### config.mk
export PLATFORM = sky130hd
export DESIGN_NAME = flash_guard_host
export DESIGN_NICKNAME = d
export VERILOG_FILES = /design/src/include/flash_guard_pkg.sv /design/src/hw/flash_guard_host.sv /design/src/hw/bus_cycle.sv
export SDC_FILE = /design/constraint.sdc
export NUM_CORES = 1
export LEC_CHECK = 0
export ABC_AREA = 0
export BUFFER_PORTS_ARGS = -buffer_cell sky130_fd_sc_hd__buf_2
export CORE_UTILIZATION = 40
export DETAILED_ROUTE_END_ITERATION = 16
export GPL_TIMING_DRIVEN = 0
export PLACE_DENSITY = 0.67
export SLEW_MARGIN = 20
export SYNTH_ARGS = -nofsm -noshare
export SYNTH_HDL_FRONTEND = slang
export SYNTH_SLANG_ARGS = --single-unit
### constraint.sdc
create_clock -name clk -period 2.33 [get_ports clk]
set_clock_uncertainty 0.05 [all_clocks]
set_input_delay 0.3495 -clock clk [delete_from_list [all_inputs] [get_ports clk]]
set_output_delay 0.3495 -clock clk [all_outputs]
set_load 0.005 [all_outputs]
### src/include/flash_guard_pkg.sv
// Package of constants for the flash protection host controller
package flash_guard_pkg;
  // ==========================================================================
  // Geometry
  localparam int ADDR_W          = 21;
  localparam int DATA_W          = 16;
  localparam int SERIAL_WORDS    = 8;
  localparam int REGION_KBYTES   = 64;
  localparam logic [20:0] SERIAL_BOT_BASE = 21'h000000;
  localparam logic [20:0] SERIAL_TOP_BASE = 21'h1f8000;
  localparam int BOOT_SECTOR_KBYTES = 8;

  // ==========================================================================
  // Command sequence words
  localparam logic [10:0] UNLOCK_ADDR1 = 11'h555;
  localparam logic [10:0] UNLOCK_ADDR2 = 11'h2aa;
  localparam logic [7:0]  UNLOCK_DATA1 = 8'haa;
  localparam logic [7:0]  UNLOCK_DATA2 = 8'h55;
  localparam logic [7:0]  ENTER_REGION = 8'h88;
  localparam logic [7:0]  EXIT_REGION1 = 8'h90;
  localparam logic [7:0]  EXIT_REGION2 = 8'h00;
  localparam logic [7:0]  PROTECT_CMD  = 8'h60;
  localparam logic [7:0]  PROGRAM_CMD  = 8'ha0;

  // ==========================================================================
  // Timing
  localparam int CLK_PS          = 4000;
  localparam int STROBE_NS       = 40;
  localparam int GLITCH_NS       = 5;
  localparam int STROBE_CYC      = (STROBE_NS * 1000 + CLK_PS - 1) / CLK_PS;
  localparam int GLITCH_CYC      = (GLITCH_NS * 1000 + CLK_PS - 1) / CLK_PS;
  localparam int PHASE_CYC       = (STROBE_CYC > GLITCH_CYC) ? STROBE_CYC : GLITCH_CYC;
  localparam int PHASE_W         = 5;
  localparam logic [PHASE_W-1:0] PHASE_LAST = PHASE_W'(PHASE_CYC - 1);
  localparam int INDICATOR_BIT   = 7;
endpackage

### src/hw/flash_guard_host.sv
// Host controller for flash boot-sector guard and secured region access
`timescale 1ns/1ps
module flash_guard_host (
  input  wire logic                                clk,
  input  wire logic                                rst_n,
  input  wire logic                                req_valid,
  input  wire logic [2:0]                          req_op,
  input  wire logic [flash_guard_pkg::ADDR_W-1:0]  req_addr,
  input  wire logic [flash_guard_pkg::DATA_W-1:0]  req_data,
  input  wire logic                                guard_enable,
  input  wire logic                                top_boot,
  output logic                                     req_ready,
  output logic                                     resp_valid,
  output logic [flash_guard_pkg::DATA_W-1:0]       resp_data,
  output logic                                     refused,
  output logic                                     in_region,
  output logic                                     factory_locked,
  output logic [flash_guard_pkg::ADDR_W-1:0]       flash_addr,
  input  wire logic [flash_guard_pkg::DATA_W-1:0]  dq_in,
  output logic [flash_guard_pkg::DATA_W-1:0]       dq_out,
  output logic                                     dq_oe,
  output logic                                     chip_en_n,
  output logic                                     write_en_n,
  output logic                                     out_en_n,
  output logic                                     boot_guard_accel_pin,
  output logic                                     flash_reset_n
);
  // Operations: 0 read, 1 write word, 2 enter region, 3 exit region,
  // 4 lock region, 5 read indicator
  typedef enum logic [2:0] {S_POWER, S_IDLE, S_SEQ, S_WAIT, S_DONE} state_e;
  typedef struct packed {
    state_e                                 state;
    logic [2:0]                             op;
    logic [2:0]                             step;
    logic                                   region;
    logic                                   locked_fac;
    logic                                   refused;
    logic                                   resp;
    logic [flash_guard_pkg::DATA_W-1:0]     data;
    logic [flash_guard_pkg::ADDR_W-1:0]     addr;
    logic                                   guard;
    logic [2:0]                             sync;
  } host_s;
  host_s st;
  host_s next_st;

  logic                                     cyc_start;
  logic                                     cyc_write;
  logic [flash_guard_pkg::ADDR_W-1:0]       cyc_addr;
  logic [flash_guard_pkg::DATA_W-1:0]       cyc_wdata;
  logic                                     cyc_busy;
  logic                                     cyc_done;
  logic [flash_guard_pkg::DATA_W-1:0]       cyc_rdata;
  logic [2:0]                               last_step;
  logic                                     boot_hit;

  // ==========================================================================
  // Pin cycle engine
  bus_cycle bus_cycle_i (
    .clk        (clk),
    .rst_n      (rst_n),
    .start      (cyc_start),
    .is_write   (cyc_write),
    .addr       (cyc_addr),
    .wdata      (cyc_wdata),
    .dq_in      (dq_in),
    .busy       (cyc_busy),
    .done       (cyc_done),
    .rdata      (cyc_rdata),
    .flash_addr (flash_addr),
    .dq_out     (dq_out),
    .dq_oe      (dq_oe),
    .chip_en_n  (chip_en_n),
    .write_en_n (write_en_n),
    .out_en_n   (out_en_n)
  );

  // ==========================================================================
  // Boot sector decode, two outermost 8 Kbyte sectors
  always_comb begin
    // 8 Kbyte = 4K words, two sectors span 8K words
    if (top_boot) boot_hit = (req_addr[20:13] == 8'hff);
    else          boot_hit = (req_addr[20:13] == 8'h00);
  end

  // ==========================================================================
  // Command sequences
  always_comb begin
    case (st.op)
      3'd1:    last_step = 3'd3;
      3'd2:    last_step = 3'd2; // Three-cycle enter sequence
      3'd3:    last_step = 3'd3;
      3'd4:    last_step = 3'd4;
      default: last_step = 3'd0;
    endcase
    cyc_write = 1'b1;
    cyc_addr  = {10'h000, flash_guard_pkg::UNLOCK_ADDR1};
    cyc_wdata = {8'h00, flash_guard_pkg::UNLOCK_DATA1};
    if (st.step == 3'd1) begin
      cyc_addr  = {10'h000, flash_guard_pkg::UNLOCK_ADDR2};
      cyc_wdata = {8'h00, flash_guard_pkg::UNLOCK_DATA2};
    end else if (st.step == 3'd2) begin
      case (st.op)
        3'd1:    cyc_wdata = {8'h00, flash_guard_pkg::PROGRAM_CMD}; // Plain program only
        3'd2:    cyc_wdata = {8'h00, flash_guard_pkg::ENTER_REGION};
        3'd3:    cyc_wdata = {8'h00, flash_guard_pkg::EXIT_REGION1};
        default: cyc_wdata = {8'h00, flash_guard_pkg::PROTECT_CMD};
      endcase
    end else if (st.step >= 3'd3) begin
      cyc_addr  = st.addr;
      cyc_wdata = (st.op == 3'd3) ? {8'h00, flash_guard_pkg::EXIT_REGION2} :
                  (st.op == 3'd4) ? {8'h00, flash_guard_pkg::PROTECT_CMD} : st.data;
    end
    if (st.op == 3'd0 || st.op == 3'd5) begin
      cyc_write = 1'b0;
      cyc_addr  = st.addr;
    end
    cyc_start = (st.state == S_SEQ) && !cyc_busy;
  end

  // ==========================================================================
  // Main sequencer
  always_comb begin
    next_st      = st;
    next_st.resp = 1'b0;
    // Guard pin input register for synchronising a level from outside
    next_st.sync = {st.sync[1:0], guard_enable};
    if (st.sync[2] == st.sync[1]) next_st.guard = st.sync[2];
    case (st.state)
      S_POWER: begin
        // First request only after reset; strobes idle high
        next_st.state = S_IDLE;
      end
      S_IDLE: begin
        if (req_valid) begin
          next_st.op      = req_op;
          next_st.addr    = req_addr;
          next_st.data    = req_data;
          next_st.step    = 3'd0;
          next_st.refused = 1'b0;
          next_st.state   = S_SEQ;
          if (req_op == 3'd0 || req_op == 3'd5) next_st.step = 3'd0;
          if (req_op == 3'd1 && st.region && st.locked_fac) begin
            next_st.refused = 1'b1; // Factory region never modified
            next_st.state   = S_DONE;
          end
          if (req_op == 3'd1 && !st.region && !boot_guard_accel_pin && boot_hit) begin
            next_st.refused = 1'b1; // Guarded boot sector
            next_st.state   = S_DONE;
          end
          if (req_op == 3'd5) begin
            next_st.addr = top_boot ? flash_guard_pkg::SERIAL_TOP_BASE
                                    : flash_guard_pkg::SERIAL_BOT_BASE;
          end
        end
      end
      S_SEQ: begin
        if (cyc_start) next_st.state = S_WAIT;
      end
      S_WAIT: begin
        if (cyc_done) begin
          if (!cyc_write) begin
            next_st.data = cyc_rdata;
            if (st.op == 3'd5) begin
              // Indicator bit tells factory lock
              next_st.locked_fac = cyc_rdata[flash_guard_pkg::INDICATOR_BIT];
            end
          end
          if (st.step == last_step || !cyc_write) begin
            next_st.state = S_DONE;
            if (st.op == 3'd2) next_st.region = 1'b1; // Region over boot
            if (st.op == 3'd3) next_st.region = 1'b0; // Exit region, whether locked or not
          end else begin
            next_st.step  = st.step + 3'd1;
            next_st.state = S_SEQ;
          end
        end
      end
      S_DONE: begin
        next_st.resp  = 1'b1;
        next_st.state = S_IDLE;
      end
      default: next_st.state = S_IDLE;
    endcase
  end

  // Region view cleared on reset, as the device does
  always_ff @(posedge clk or negedge rst_n) begin
    if (!rst_n) begin
      st       <= '0;
      st.state <= S_POWER;
    end else begin
      st <= next_st;
    end
  end

  assign req_ready            = (st.state == S_IDLE);
  assign resp_valid           = st.resp;
  assign resp_data            = st.data;
  assign refused              = st.refused;
  assign in_region            = st.region;
  assign factory_locked       = st.locked_fac;
  // Guard pin always driven, never left floating
  assign boot_guard_accel_pin = st.guard;
  // Normal high reset level; elevated voltage is never used here
  assign flash_reset_n        = rst_n;

  a_refuse_boot: assert property (@(posedge clk) disable iff (!rst_n)
    (st.state == S_IDLE && req_valid && req_op == 3'd1 && !st.region
     && !boot_guard_accel_pin && !top_boot && req_addr[20:13] == 8'h00)
    |=> refused ##1 resp_valid) else $error("guarded boot write not refused");
  a_region_lock: assert property (@(posedge clk) disable iff (!rst_n)
    (st.state == S_IDLE && req_valid && req_op == 3'd1 && st.region && st.locked_fac)
    |=> st.state == S_DONE) else $error("locked region write issued");
  a_enter_map: assert property (@(posedge clk) disable iff (!rst_n)
    (st.state == S_WAIT && cyc_done && st.op == 3'd2 && st.step == 3'd2)
    |=> in_region) else $error("region not entered");
  a_exit_map: assert property (@(posedge clk) disable iff (!rst_n)
    (st.state == S_WAIT && cyc_done && st.op == 3'd3 && st.step == 3'd3)
    |=> !in_region) else $error("region not exited");
endmodule

### src/hw/bus_cycle.sv
// One asynchronous flash bus cycle, write or read, with timed strobes
`timescale 1ns/1ps
module bus_cycle (
  input  wire logic                                clk,
  input  wire logic                                rst_n,
  input  wire logic                                start,
  input  wire logic                                is_write,
  input  wire logic [flash_guard_pkg::ADDR_W-1:0]  addr,
  input  wire logic [flash_guard_pkg::DATA_W-1:0]  wdata,
  input  wire logic [flash_guard_pkg::DATA_W-1:0]  dq_in,
  output logic                                     busy,
  output logic                                     done,
  output logic [flash_guard_pkg::DATA_W-1:0]       rdata,
  output logic [flash_guard_pkg::ADDR_W-1:0]       flash_addr,
  output logic [flash_guard_pkg::DATA_W-1:0]       dq_out,
  output logic                                     dq_oe,
  output logic                                     chip_en_n,
  output logic                                     write_en_n,
  output logic                                     out_en_n
);
  typedef enum logic [1:0] {IDLE, SETUP, STROBE, HOLD} phase_e;
  typedef struct packed {
    phase_e                                 ph;
    logic [flash_guard_pkg::PHASE_W-1:0]    cnt;
    logic                                   wr;
    logic                                   done;
    logic [flash_guard_pkg::DATA_W-1:0]     rdata;
    logic [flash_guard_pkg::ADDR_W-1:0]     addr;
    logic [flash_guard_pkg::DATA_W-1:0]     wdata;
    logic                                   ce_n;
    logic                                   we_n;
    logic                                   oe_n;
  } cyc_s;
  cyc_s st;
  cyc_s next_st;

  // ==========================================================================
  // Sequencing
  always_comb begin
    next_st      = st;
    next_st.done = 1'b0;
    case (st.ph)
      IDLE: begin
        if (start) begin
          next_st.ph    = SETUP;
          next_st.wr    = is_write;
          next_st.addr  = addr;
          next_st.wdata = wdata;
          next_st.cnt   = '0;
          next_st.ce_n  = 1'b0;
          // Output enable high before any write strobe
          next_st.oe_n  = is_write;
        end
      end
      SETUP: begin
        next_st.ph   = STROBE;
        next_st.we_n = ~st.wr; // Write only with chip enable low and oe high
      end
      STROBE: begin
        // Strobe held well past the glitch filter width
        if (st.cnt == flash_guard_pkg::PHASE_LAST) begin
          next_st.ph   = HOLD;
          next_st.we_n = 1'b1;
          if (!st.wr) next_st.rdata = dq_in;
        end else begin
          next_st.cnt = st.cnt + 1'b1;
        end
      end
      HOLD: begin
        next_st.ph   = IDLE;
        next_st.ce_n = 1'b1;
        next_st.oe_n = 1'b1;
        next_st.done = 1'b1;
      end
      default: next_st.ph = IDLE;
    endcase
  end

  always_ff @(posedge clk or negedge rst_n) begin
    if (!rst_n) begin
      st      <= '0;
      st.ph   <= IDLE;
      st.ce_n <= 1'b1;
      st.we_n <= 1'b1;
      st.oe_n <= 1'b1;
    end else begin
      st <= next_st;
    end
  end

  assign busy       = (st.ph != IDLE);
  assign done       = st.done;
  assign rdata      = st.rdata;
  assign flash_addr = st.addr;
  assign dq_out     = st.wdata;
  assign dq_oe      = st.wr && (st.ph != IDLE);
  assign chip_en_n  = st.ce_n;
  assign write_en_n = st.we_n;
  assign out_en_n   = st.oe_n;

  a_strobe_width: assert property (@(posedge clk) disable iff (!rst_n)
    $fell(write_en_n) |-> !write_en_n [*2]) else $error("write strobe too short");
  a_write_inhibit: assert property (@(posedge clk) disable iff (!rst_n)
    !write_en_n |-> !chip_en_n && out_en_n) else $error("write strobe with bad enables");
endmodule

==> results of run 1 <==
-- critical path: stages (launching register included) --
cell and delay, ns:
dfrtp_1 0.40, inv_1 0.09, ha_1 0.24, clkbuf_1 0.41, nor2b_1 0.08, buf_2 0.14
-- metrics by stage --
stage | utilization | setup TNS, ns | cell area [um2] | hold WS (ns) | worst slack, ns
after floorplan | - | 0 | 5977 | 0.003909 | 0.3729
after global placement | 0.4694 | -68.84 | 6823 | 0.2896 | -0.8287
after detailed placement | 0.4718 | -1.430 | 6857 | 0.2879 | -0.1784
after CTS | 0.5208 | 0 | 7570 | 0.09686 | 0.03988
after global routing | 0.5232 | 0 | 7604 | 0.1063 | 0.01760
final | 0.5232 | 0 | 7604 | 0.1087 | 0.1370
-- state kept, by name, indices dropped and copies added (netlist names), 2 cells and up --
name,flops
bus_cycle_i.rdata,16
next_st,2
bus_cycle_i.dq_out,16
st,31
bus_cycle_i.st,8
resp_data,16
bus_cycle_i.flash_addr,21
-- layer usage --
metal	GRT usage	vias up	part of all wire
li1	-	2337	-
met1	0.2760	2383	0.45
met2	0.3266	170	0.47
met3	0.04871	18	0.060
met4	0.07087	0	0.014
met5	0	-	0
-- layout make-up --
cell class	instances	share of cell area
Sequential cell	119	0.3921
Multi-Input combinational cell	391	0.3166
Timing Repair Buffer	126	0.08804
Buffer	87	0.07537
Clock buffer	21	0.06187
Tap cell	184	0.03028
Clock inverter	11	0.02880
Inverter	14	0.006911
-- cell families (layout without fill, tap and decap cells) --
family,after synthesis,after routing,synth area share
compound gates,116,116,0.1202
mux,38,38,0.07724
flops,119,119,0.4988
fa+ha+maj,11,11,0.02261
simple gates,223,223,0.1725
xor+xnor,3,3,0.004397
buf+inv,101,259,0.1042
-- placed cells by master (no fill, tap or decap), types with 3 or more instances in the layout --
cell,count
nor4_1,3
dfstp_2,3
a22o_1,8
nor2_1,24
mux2_2,25
clkbuf_8,3
dfrtp_1,116
mux2i_1,3
clkinv_4,3
a21oi_1,35
mux2_4,10
clkbuf_16,17
nor3b_1,4
nand3_1,38
nand3b_1,4
bufinv_16,6
buf_6,3
buf_1,3
buf_2,127
ha_1,10
buf_4,55
or3_1,3
nand2_1,118
a21o_1,6
nor3_1,8
o21ai_0,40
clkbuf_1,20
xnor2_1,3
nor2b_1,4
inv_1,12
-- worst min-delay path by stage --
stage / end / slack (ns) / cells past startpoint
after floorplan: boot_guard_accel_pin / 0.004 / 0
after global placement: next_st[2] / 0.29 / 0
after detailed placement: bus_cycle_i.flash_addr[6] / 0.29 / 1
after CTS: bus_cycle_i.rdata[10] / 0.1 / 2
after global routing: bus_cycle_i.rdata[10] / 0.11 / 2
final: st[13] / 0.11 / 3
-- power breakdown --
| part | switching (W) | internal, W | total (W) |
|---|---|---|---|
| logic | 0.0000940 | 0.0000737 | 0.000168 |
| registers | 0.0000127 | 0.00209 | 0.00210 |
| clock network | 0.000952 | 0.00209 | 0.00305 |
| total | 0.00106 | 0.00425 | 0.00531 |
-- timing repair --
action                     CTS  global route
resized for setup            1             9
hold endpoints to repair    56             0
hold buffers                 2             0
setup endpoints to repair   10            37
==> summary.md, run 1 <==
| Metric | Value |
|---|---|
| Tcrit/Tclk final | 0.9412 |
| Later-pin clock latency in the skew report | 0.42 ns |
| Fillers | 1312 |
| Max-Cap Viols | 0 |
| Unique masters post-synth | 62 |
| DRT antenna net count | 0 |
| Die ar. | 15440 um2 |
| Tot GR Track Use | 0.2062 |
| Starting DRC count in detailed routing | 350 |
| Outcome | finished, final reports clean |
| Critical Path Sink | dq_oe |
| Num CTS Buffers | 17 |
| Floorplan row count | 44 |
| CP Data Required Time | 1.93 ns |
| YS warnings | 0 |
| Setup bufs post-CTS | 0 |
| Crit path max fanout | 10 |
| R2R depth | 7 |
| GRT overflow | 0 |
| Synth top cells by count | nand2_1, dfrtp_1, buf_4 |
| Syn Area/Cell | 9.782 um2 |
| Dpl cells | 919 |
| Largest net degree at the start of global routing | 65 |
| Flops & latches, synth | 119 |
| GPL Wtd Cong | 0.8659 |
| RSZ-0062 raised after global routing | no |
| FFs w/ async S/R, synth | 1.000 |
| First-pass iteration count of the detailed router | 5 |
| Crit Reg-Reg Startpoint | bus_cycle_i.st[63] |
| CTS tree | built |
| Fin. Hold Viols | 0 |
| Final Non-Filler Cells | 953 |
| Vias in the first global route | 4893 |
| Slew HR | 0.6145 |
| Clock net sink count | 119 |
| Final HPWL from detailed placement | 10800 um |
| Die W | 124.2 um |
| Leak Pwr | 3.963 nW |
| CTS root buf | clkbuf_16 |
| # IOs | 125 |
| Layout cell share with drive strength beyond 1 | 0.3485 |
| Reg2Reg Setup Slack | 0.16 ns |
| P per Cell Area | 698.7 nW/um2 |
| Remaining DRCs | 0 |
| Nets@finish | 827 |
| Top-count cell post-synth | nand2_1 |
| Area growth syn-to-layout | 27.21% |
| Fmax | 456.0 MHz |
| Top-area cell type share of the netlist area | 0.4857 |
| Hold Startpoint | req_addr[9] |
| Routed len/inst | 15.76 um |
| First-pass GRT wire length | 25050 um |
| Synth top area cells | dfrtp_1, nand2_1, buf_4, mux2_2, o21ai_0 |
| Clk buf depth | 2 |
| Worst min path class | input port to flip-flop |
| Multi-input logic area | 2407 um2 |
| Final wirelength | 15020 um |
| Worst r2r dst | bus_cycle_i.rdata[15] |
| Worst-path clk slew | 0.06 ns |
| Setup crit end kind | output pin |
| Register area share after synthesis | 0.4988 |
| Yosys top cell by area | dfrtp_1 |
| Antenna violations before repair | 0 |
| Actual slew at the worst max-slew pin | 0.5783 ns |
| Synthesized area | 5977 um2 |
| Slew Limit Fails | 0 |
| Type of the worst setup path | flip-flop to output pin |
| Critical path arrival | 1.79 ns |
| Syn Nets | 682 |
| Final min period | 2.193 ns |
| Initial Utilization | 0.4112 |
| Maximum vdd drop | 495.9 uV |
| # setup viols final | 0 |
| Power Total | 0.005313 W |
| EDFF count, synth | 0 |
| Port buffer count | 123 |
| Die Ht | 124.2 um |
| Via-to-Cell Ratio | 5.150 |
| H-tree levels | 4 |
| Crit. Startpoint | bus_cycle_i.st[63] |
| Top_reg_cell synth | dfrtp_1 |
| Synthesized instance count | 611 |
| Core area | 14530 um2 |
| N_diodes | 0 |
| Via count | 4908 |
| Register Area | 2982 um2 |
| Startpoint Class | flip-flop |
Note: power is estimated with default switching activity, not from simulation.
==> inputs of run 2 (changes only) <==
--- a/config.mk
+++ b/config.mk
@@ -7,10 +7,11 @@
 export LEC_CHECK = 0
 export ABC_AREA = 0
 export BUFFER_PORTS_ARGS = -buffer_cell sky130_fd_sc_hd__buf_2
-export CORE_UTILIZATION = 40
+export CORE_UTILIZATION = 55
 export DETAILED_ROUTE_END_ITERATION = 16
 export GPL_TIMING_DRIVEN = 0
-export PLACE_DENSITY = 0.67
+export MAX_ROUTING_LAYER = met4
+export PLACE_DENSITY = 0.86
 export SLEW_MARGIN = 20
 export SYNTH_ARGS = -nofsm -noshare
 export SYNTH_HDL_FRONTEND = slang
==> run 2 against run 1 <==
Routed wire length is 2.8% higher. Sequential power hardly changed. Clock power is 13% lower. Non-clock buffer count is 9 higher. Die area is 27% lower. Combinational power is 7% higher. Critical path type is now flip-flop to flip-flop. Worst hold slack worse by 0.10 ns.
==> summary.md, run 2 (same netlist as run 1, synthesis figures left out) <==
| Metric | Value |
|---|---|
| Vias in the first global route | 5136 (+5.0%) |
| Fmax | 436.1 MHz (-4.4%) |
| Commonest non-fill, non-tap cells in the layout | buf_2, nand2_1, dfrtp_1 |
| R2R depth | 7 (unchanged) |
| Power Total | 0.004933 W (-7.2%) |
| Global route hottest layer | met2 |
| Final wirelength | 15430 um (+2.8%) |
| Reg2Reg Setup Slack | 0.04 ns (-0.12 ns) |
| Most flop-heavy register | st |
| Fin. Hold Viols | 0 (unchanged) |
| Initial Utilization | 0.5738 (+0.1626) |
| Placement Setup Slack | -0.07498 ns (+0.1034 ns) |
| Final HPWL from detailed placement | 10360 um (-4.1%) |
| Die Ht | 106.2 um (-14%) |
| Starting DRC count in detailed routing | 428 (+22%) |
| Via count | 5161 (+5.2%) |
| CP Data Required Time | 2.68 ns (+0.75 ns) |
| Die W | 106.2 um (-14%) |
| Actual slew at the worst max-slew pin | 0.6769 ns (+0.09857 ns) |
| Setup crit end kind | flip-flop |
| GPL Wtd Cong | 0.9083 (+4.9%) |
| Critical path arrival | 2.65 ns (+0.86 ns) |
| Nets@finish | 836 (+1.1%) |
| Startpoint Class | flip-flop |
| Layout cell share with drive strength beyond 1 | 0.3445 (-0.004032) |
| Met3 Track Usage GR | 0.05641 (+0.007700) |
| Clock net sink count | 119 (unchanged) |
| Later-pin clock latency in the skew report | 0.52 ns (+0.10 ns) |
| Remaining DRCs | 0 (unchanged) |
| M2 GR Usage | 0.4805 (+0.1539) |
| RSZ-0062 raised after global routing | yes |
| GRT met1 Usage | 0.3692 (+0.09315) |
| # setup viols final | 0 (unchanged) |
| Setup bufs post-CTS | 0 (unchanged) |
| Routed len/inst | 16.89 um (+7.2%) |
| Via-to-Cell Ratio | 5.647 (+9.6%) |
| Slew HR | 0.5488 (-0.06571) |
| Hold Startpoint | dq_in[12] |
| CTS root buf | clkbuf_8 |
| Crit. Startpoint | st[45] |
| Critical Path Sink | bus_cycle_i.dq_out[5] |
| Clk buf depth | 2 (unchanged) |
| Slew Limit Fails | 0 (unchanged) |
| First-pass iteration count of the detailed router | 6 (+1) |
| Worst-path clk slew | 0.06 ns (about the same) |
| GRT overflow | 0 (unchanged) |
| Hold depth | 2 (-1) |
| Most common cell after layout, fill and taps aside | buf_2 |
| Tot GR Track Use | 0.2962 (+0.09000) |
| Leak Pwr | 3.963 nW (about the same) |
| Die ar. | 11290 um2 (-27%) |
| N_diodes | 0 (unchanged) |
| Maximum vdd drop | 511.4 uV (+3.1%) |
| Antenna violations before repair | 0 (unchanged) |
| CTS tree | built |
| Tcrit/Tclk final | 0.9842 (+0.04298) |
| Port buffer count | 123 (unchanged) |
| Outcome | finished, final reports clean |
| Floorplan row count | 37 (-16%) |
| Max-Cap Viols | 0 (unchanged) |
| Crit Reg-Reg Startpoint | st[45] |
| Num CTS Buffers | 17 (unchanged) |
| First-pass GRT wire length | 24950 um (-0.39%) |
| Area growth syn-to-layout | 25.85% |
| DRT antenna net count | 0 (unchanged) |
| Fillers | 711 (-46%) |
| # IOs | 125 (unchanged) |
| Worst min path class | input port to flip-flop |
| Largest register FFs | 31 (unchanged) |
| Worst r2r dst | bus_cycle_i.dq_out[5] |
| Type of the worst setup path | flip-flop to flip-flop |
| Core area | 10420 um2 (-28%) |
| Final min period | 2.293 ns (+0.1001 ns) |
| H-tree levels | 4 (unchanged) |
| Final worst setup slack | 0.03681 ns (-0.1001 ns) |
| Largest net degree at the start of global routing | 76 (+17%) |
| P per Cell Area | 655.8 nW/um2 (-6.1%) |
| Crit path max fanout | 10 (unchanged) |
[run 2: cell types whose count changed in the layout (fill, tap and decap cells not counted)]
cell           delta
clkbuf_16         -1
clkinv_2          +1
o22ai_4           -1
dlygate4sd3_1     +9
o22ai_2           +1
inv_6             +3
bufinv_16         -3
buf_16            -1
clkinvlp_4        +2
buf_12            +1
clkbuf_8          -2
[run 2: area by class of cell]
type                            instances  area (um2)  area share
Tap cell                              136       170.2     0.02262
Multi-Input combinational cell        391        2400      0.3190
Sequential cell                       119        2982      0.3964
Clock buffer                           18       417.9     0.05556
Buffer                                 87       573.1     0.07618
Clock inverter                         14       175.2     0.02329
Timing Repair Buffer                  135       752.0     0.09997
Inverter                               14       52.55    0.006986
[run 2: per-layer routing]
layer / part of all wire / wire length, um
met1: 0.41 / 6403
met2: 0.49 / 7593
met3: 0.070 / 1073
met4: 0.024 / 364
met5: 0 / 0
[run 2: worst max-delay path, cell delays in order, from the launching register on]
cell	delay (ns)
dfrtp_1	0.51
ha_1	0.21
ha_1	0.16
a21oi_1	0.05
o21ai_0	0.23
clkbuf_1	0.48
o21ai_0	0.19
a32o_1	0.29
[run 2: worst min path at each step]
stage / endpoint / slack, ns
2_1_floorplan: boot_guard_accel_pin / 0.004
3_3_place_gp: next_st[2] / 0.29
3_5_place_dp: next_st[2] / 0.29
4_1_cts: bus_cycle_i.rdata[12] / 0.002
5_1_grt: bus_cycle_i.rdata[12] / 0.0005
6_report: bus_cycle_i.rdata[12] / 0.009
[run 2: through the flow]
stage | cells | util | hold WS [ns] | cell area, um2 | setup TNS [ns]
after floorplan | 611 | - | 0.003909 | 5977 | 0
after global placement | 870 | 0.6492 | 0.2860 | 6763 | -59.88
after detailed placement | 871 | 0.6518 | 0.2934 | 6789 | -0.6782
after CTS | 914 | 0.7196 | 0.001920 | 7496 | 0
after global routing | 914 | 0.7222 | 0.0005174 | 7522 | -0.07864
final | 914 | 0.7222 | 0.008900 | 7522 | 0
[run 2: what timing repair did]
action / 4_1_cts / 5_1_grt
cloned: 0 / 0
hold buffers: 11 / 0
endpoints found under the hold margin: 80 / 0
setup endpoints to repair: 10 / 33
pin swaps: 0 / 1
resized for setup: 1 / 8
[run 2: power by group]
group          internal (W)  switching [W]  total [W]
clock               0.00164        0.00101    0.00265
combinational     0.0000821      0.0000978   0.000180
sequential          0.00209      0.0000130    0.00210
total               0.00381        0.00113    0.00493
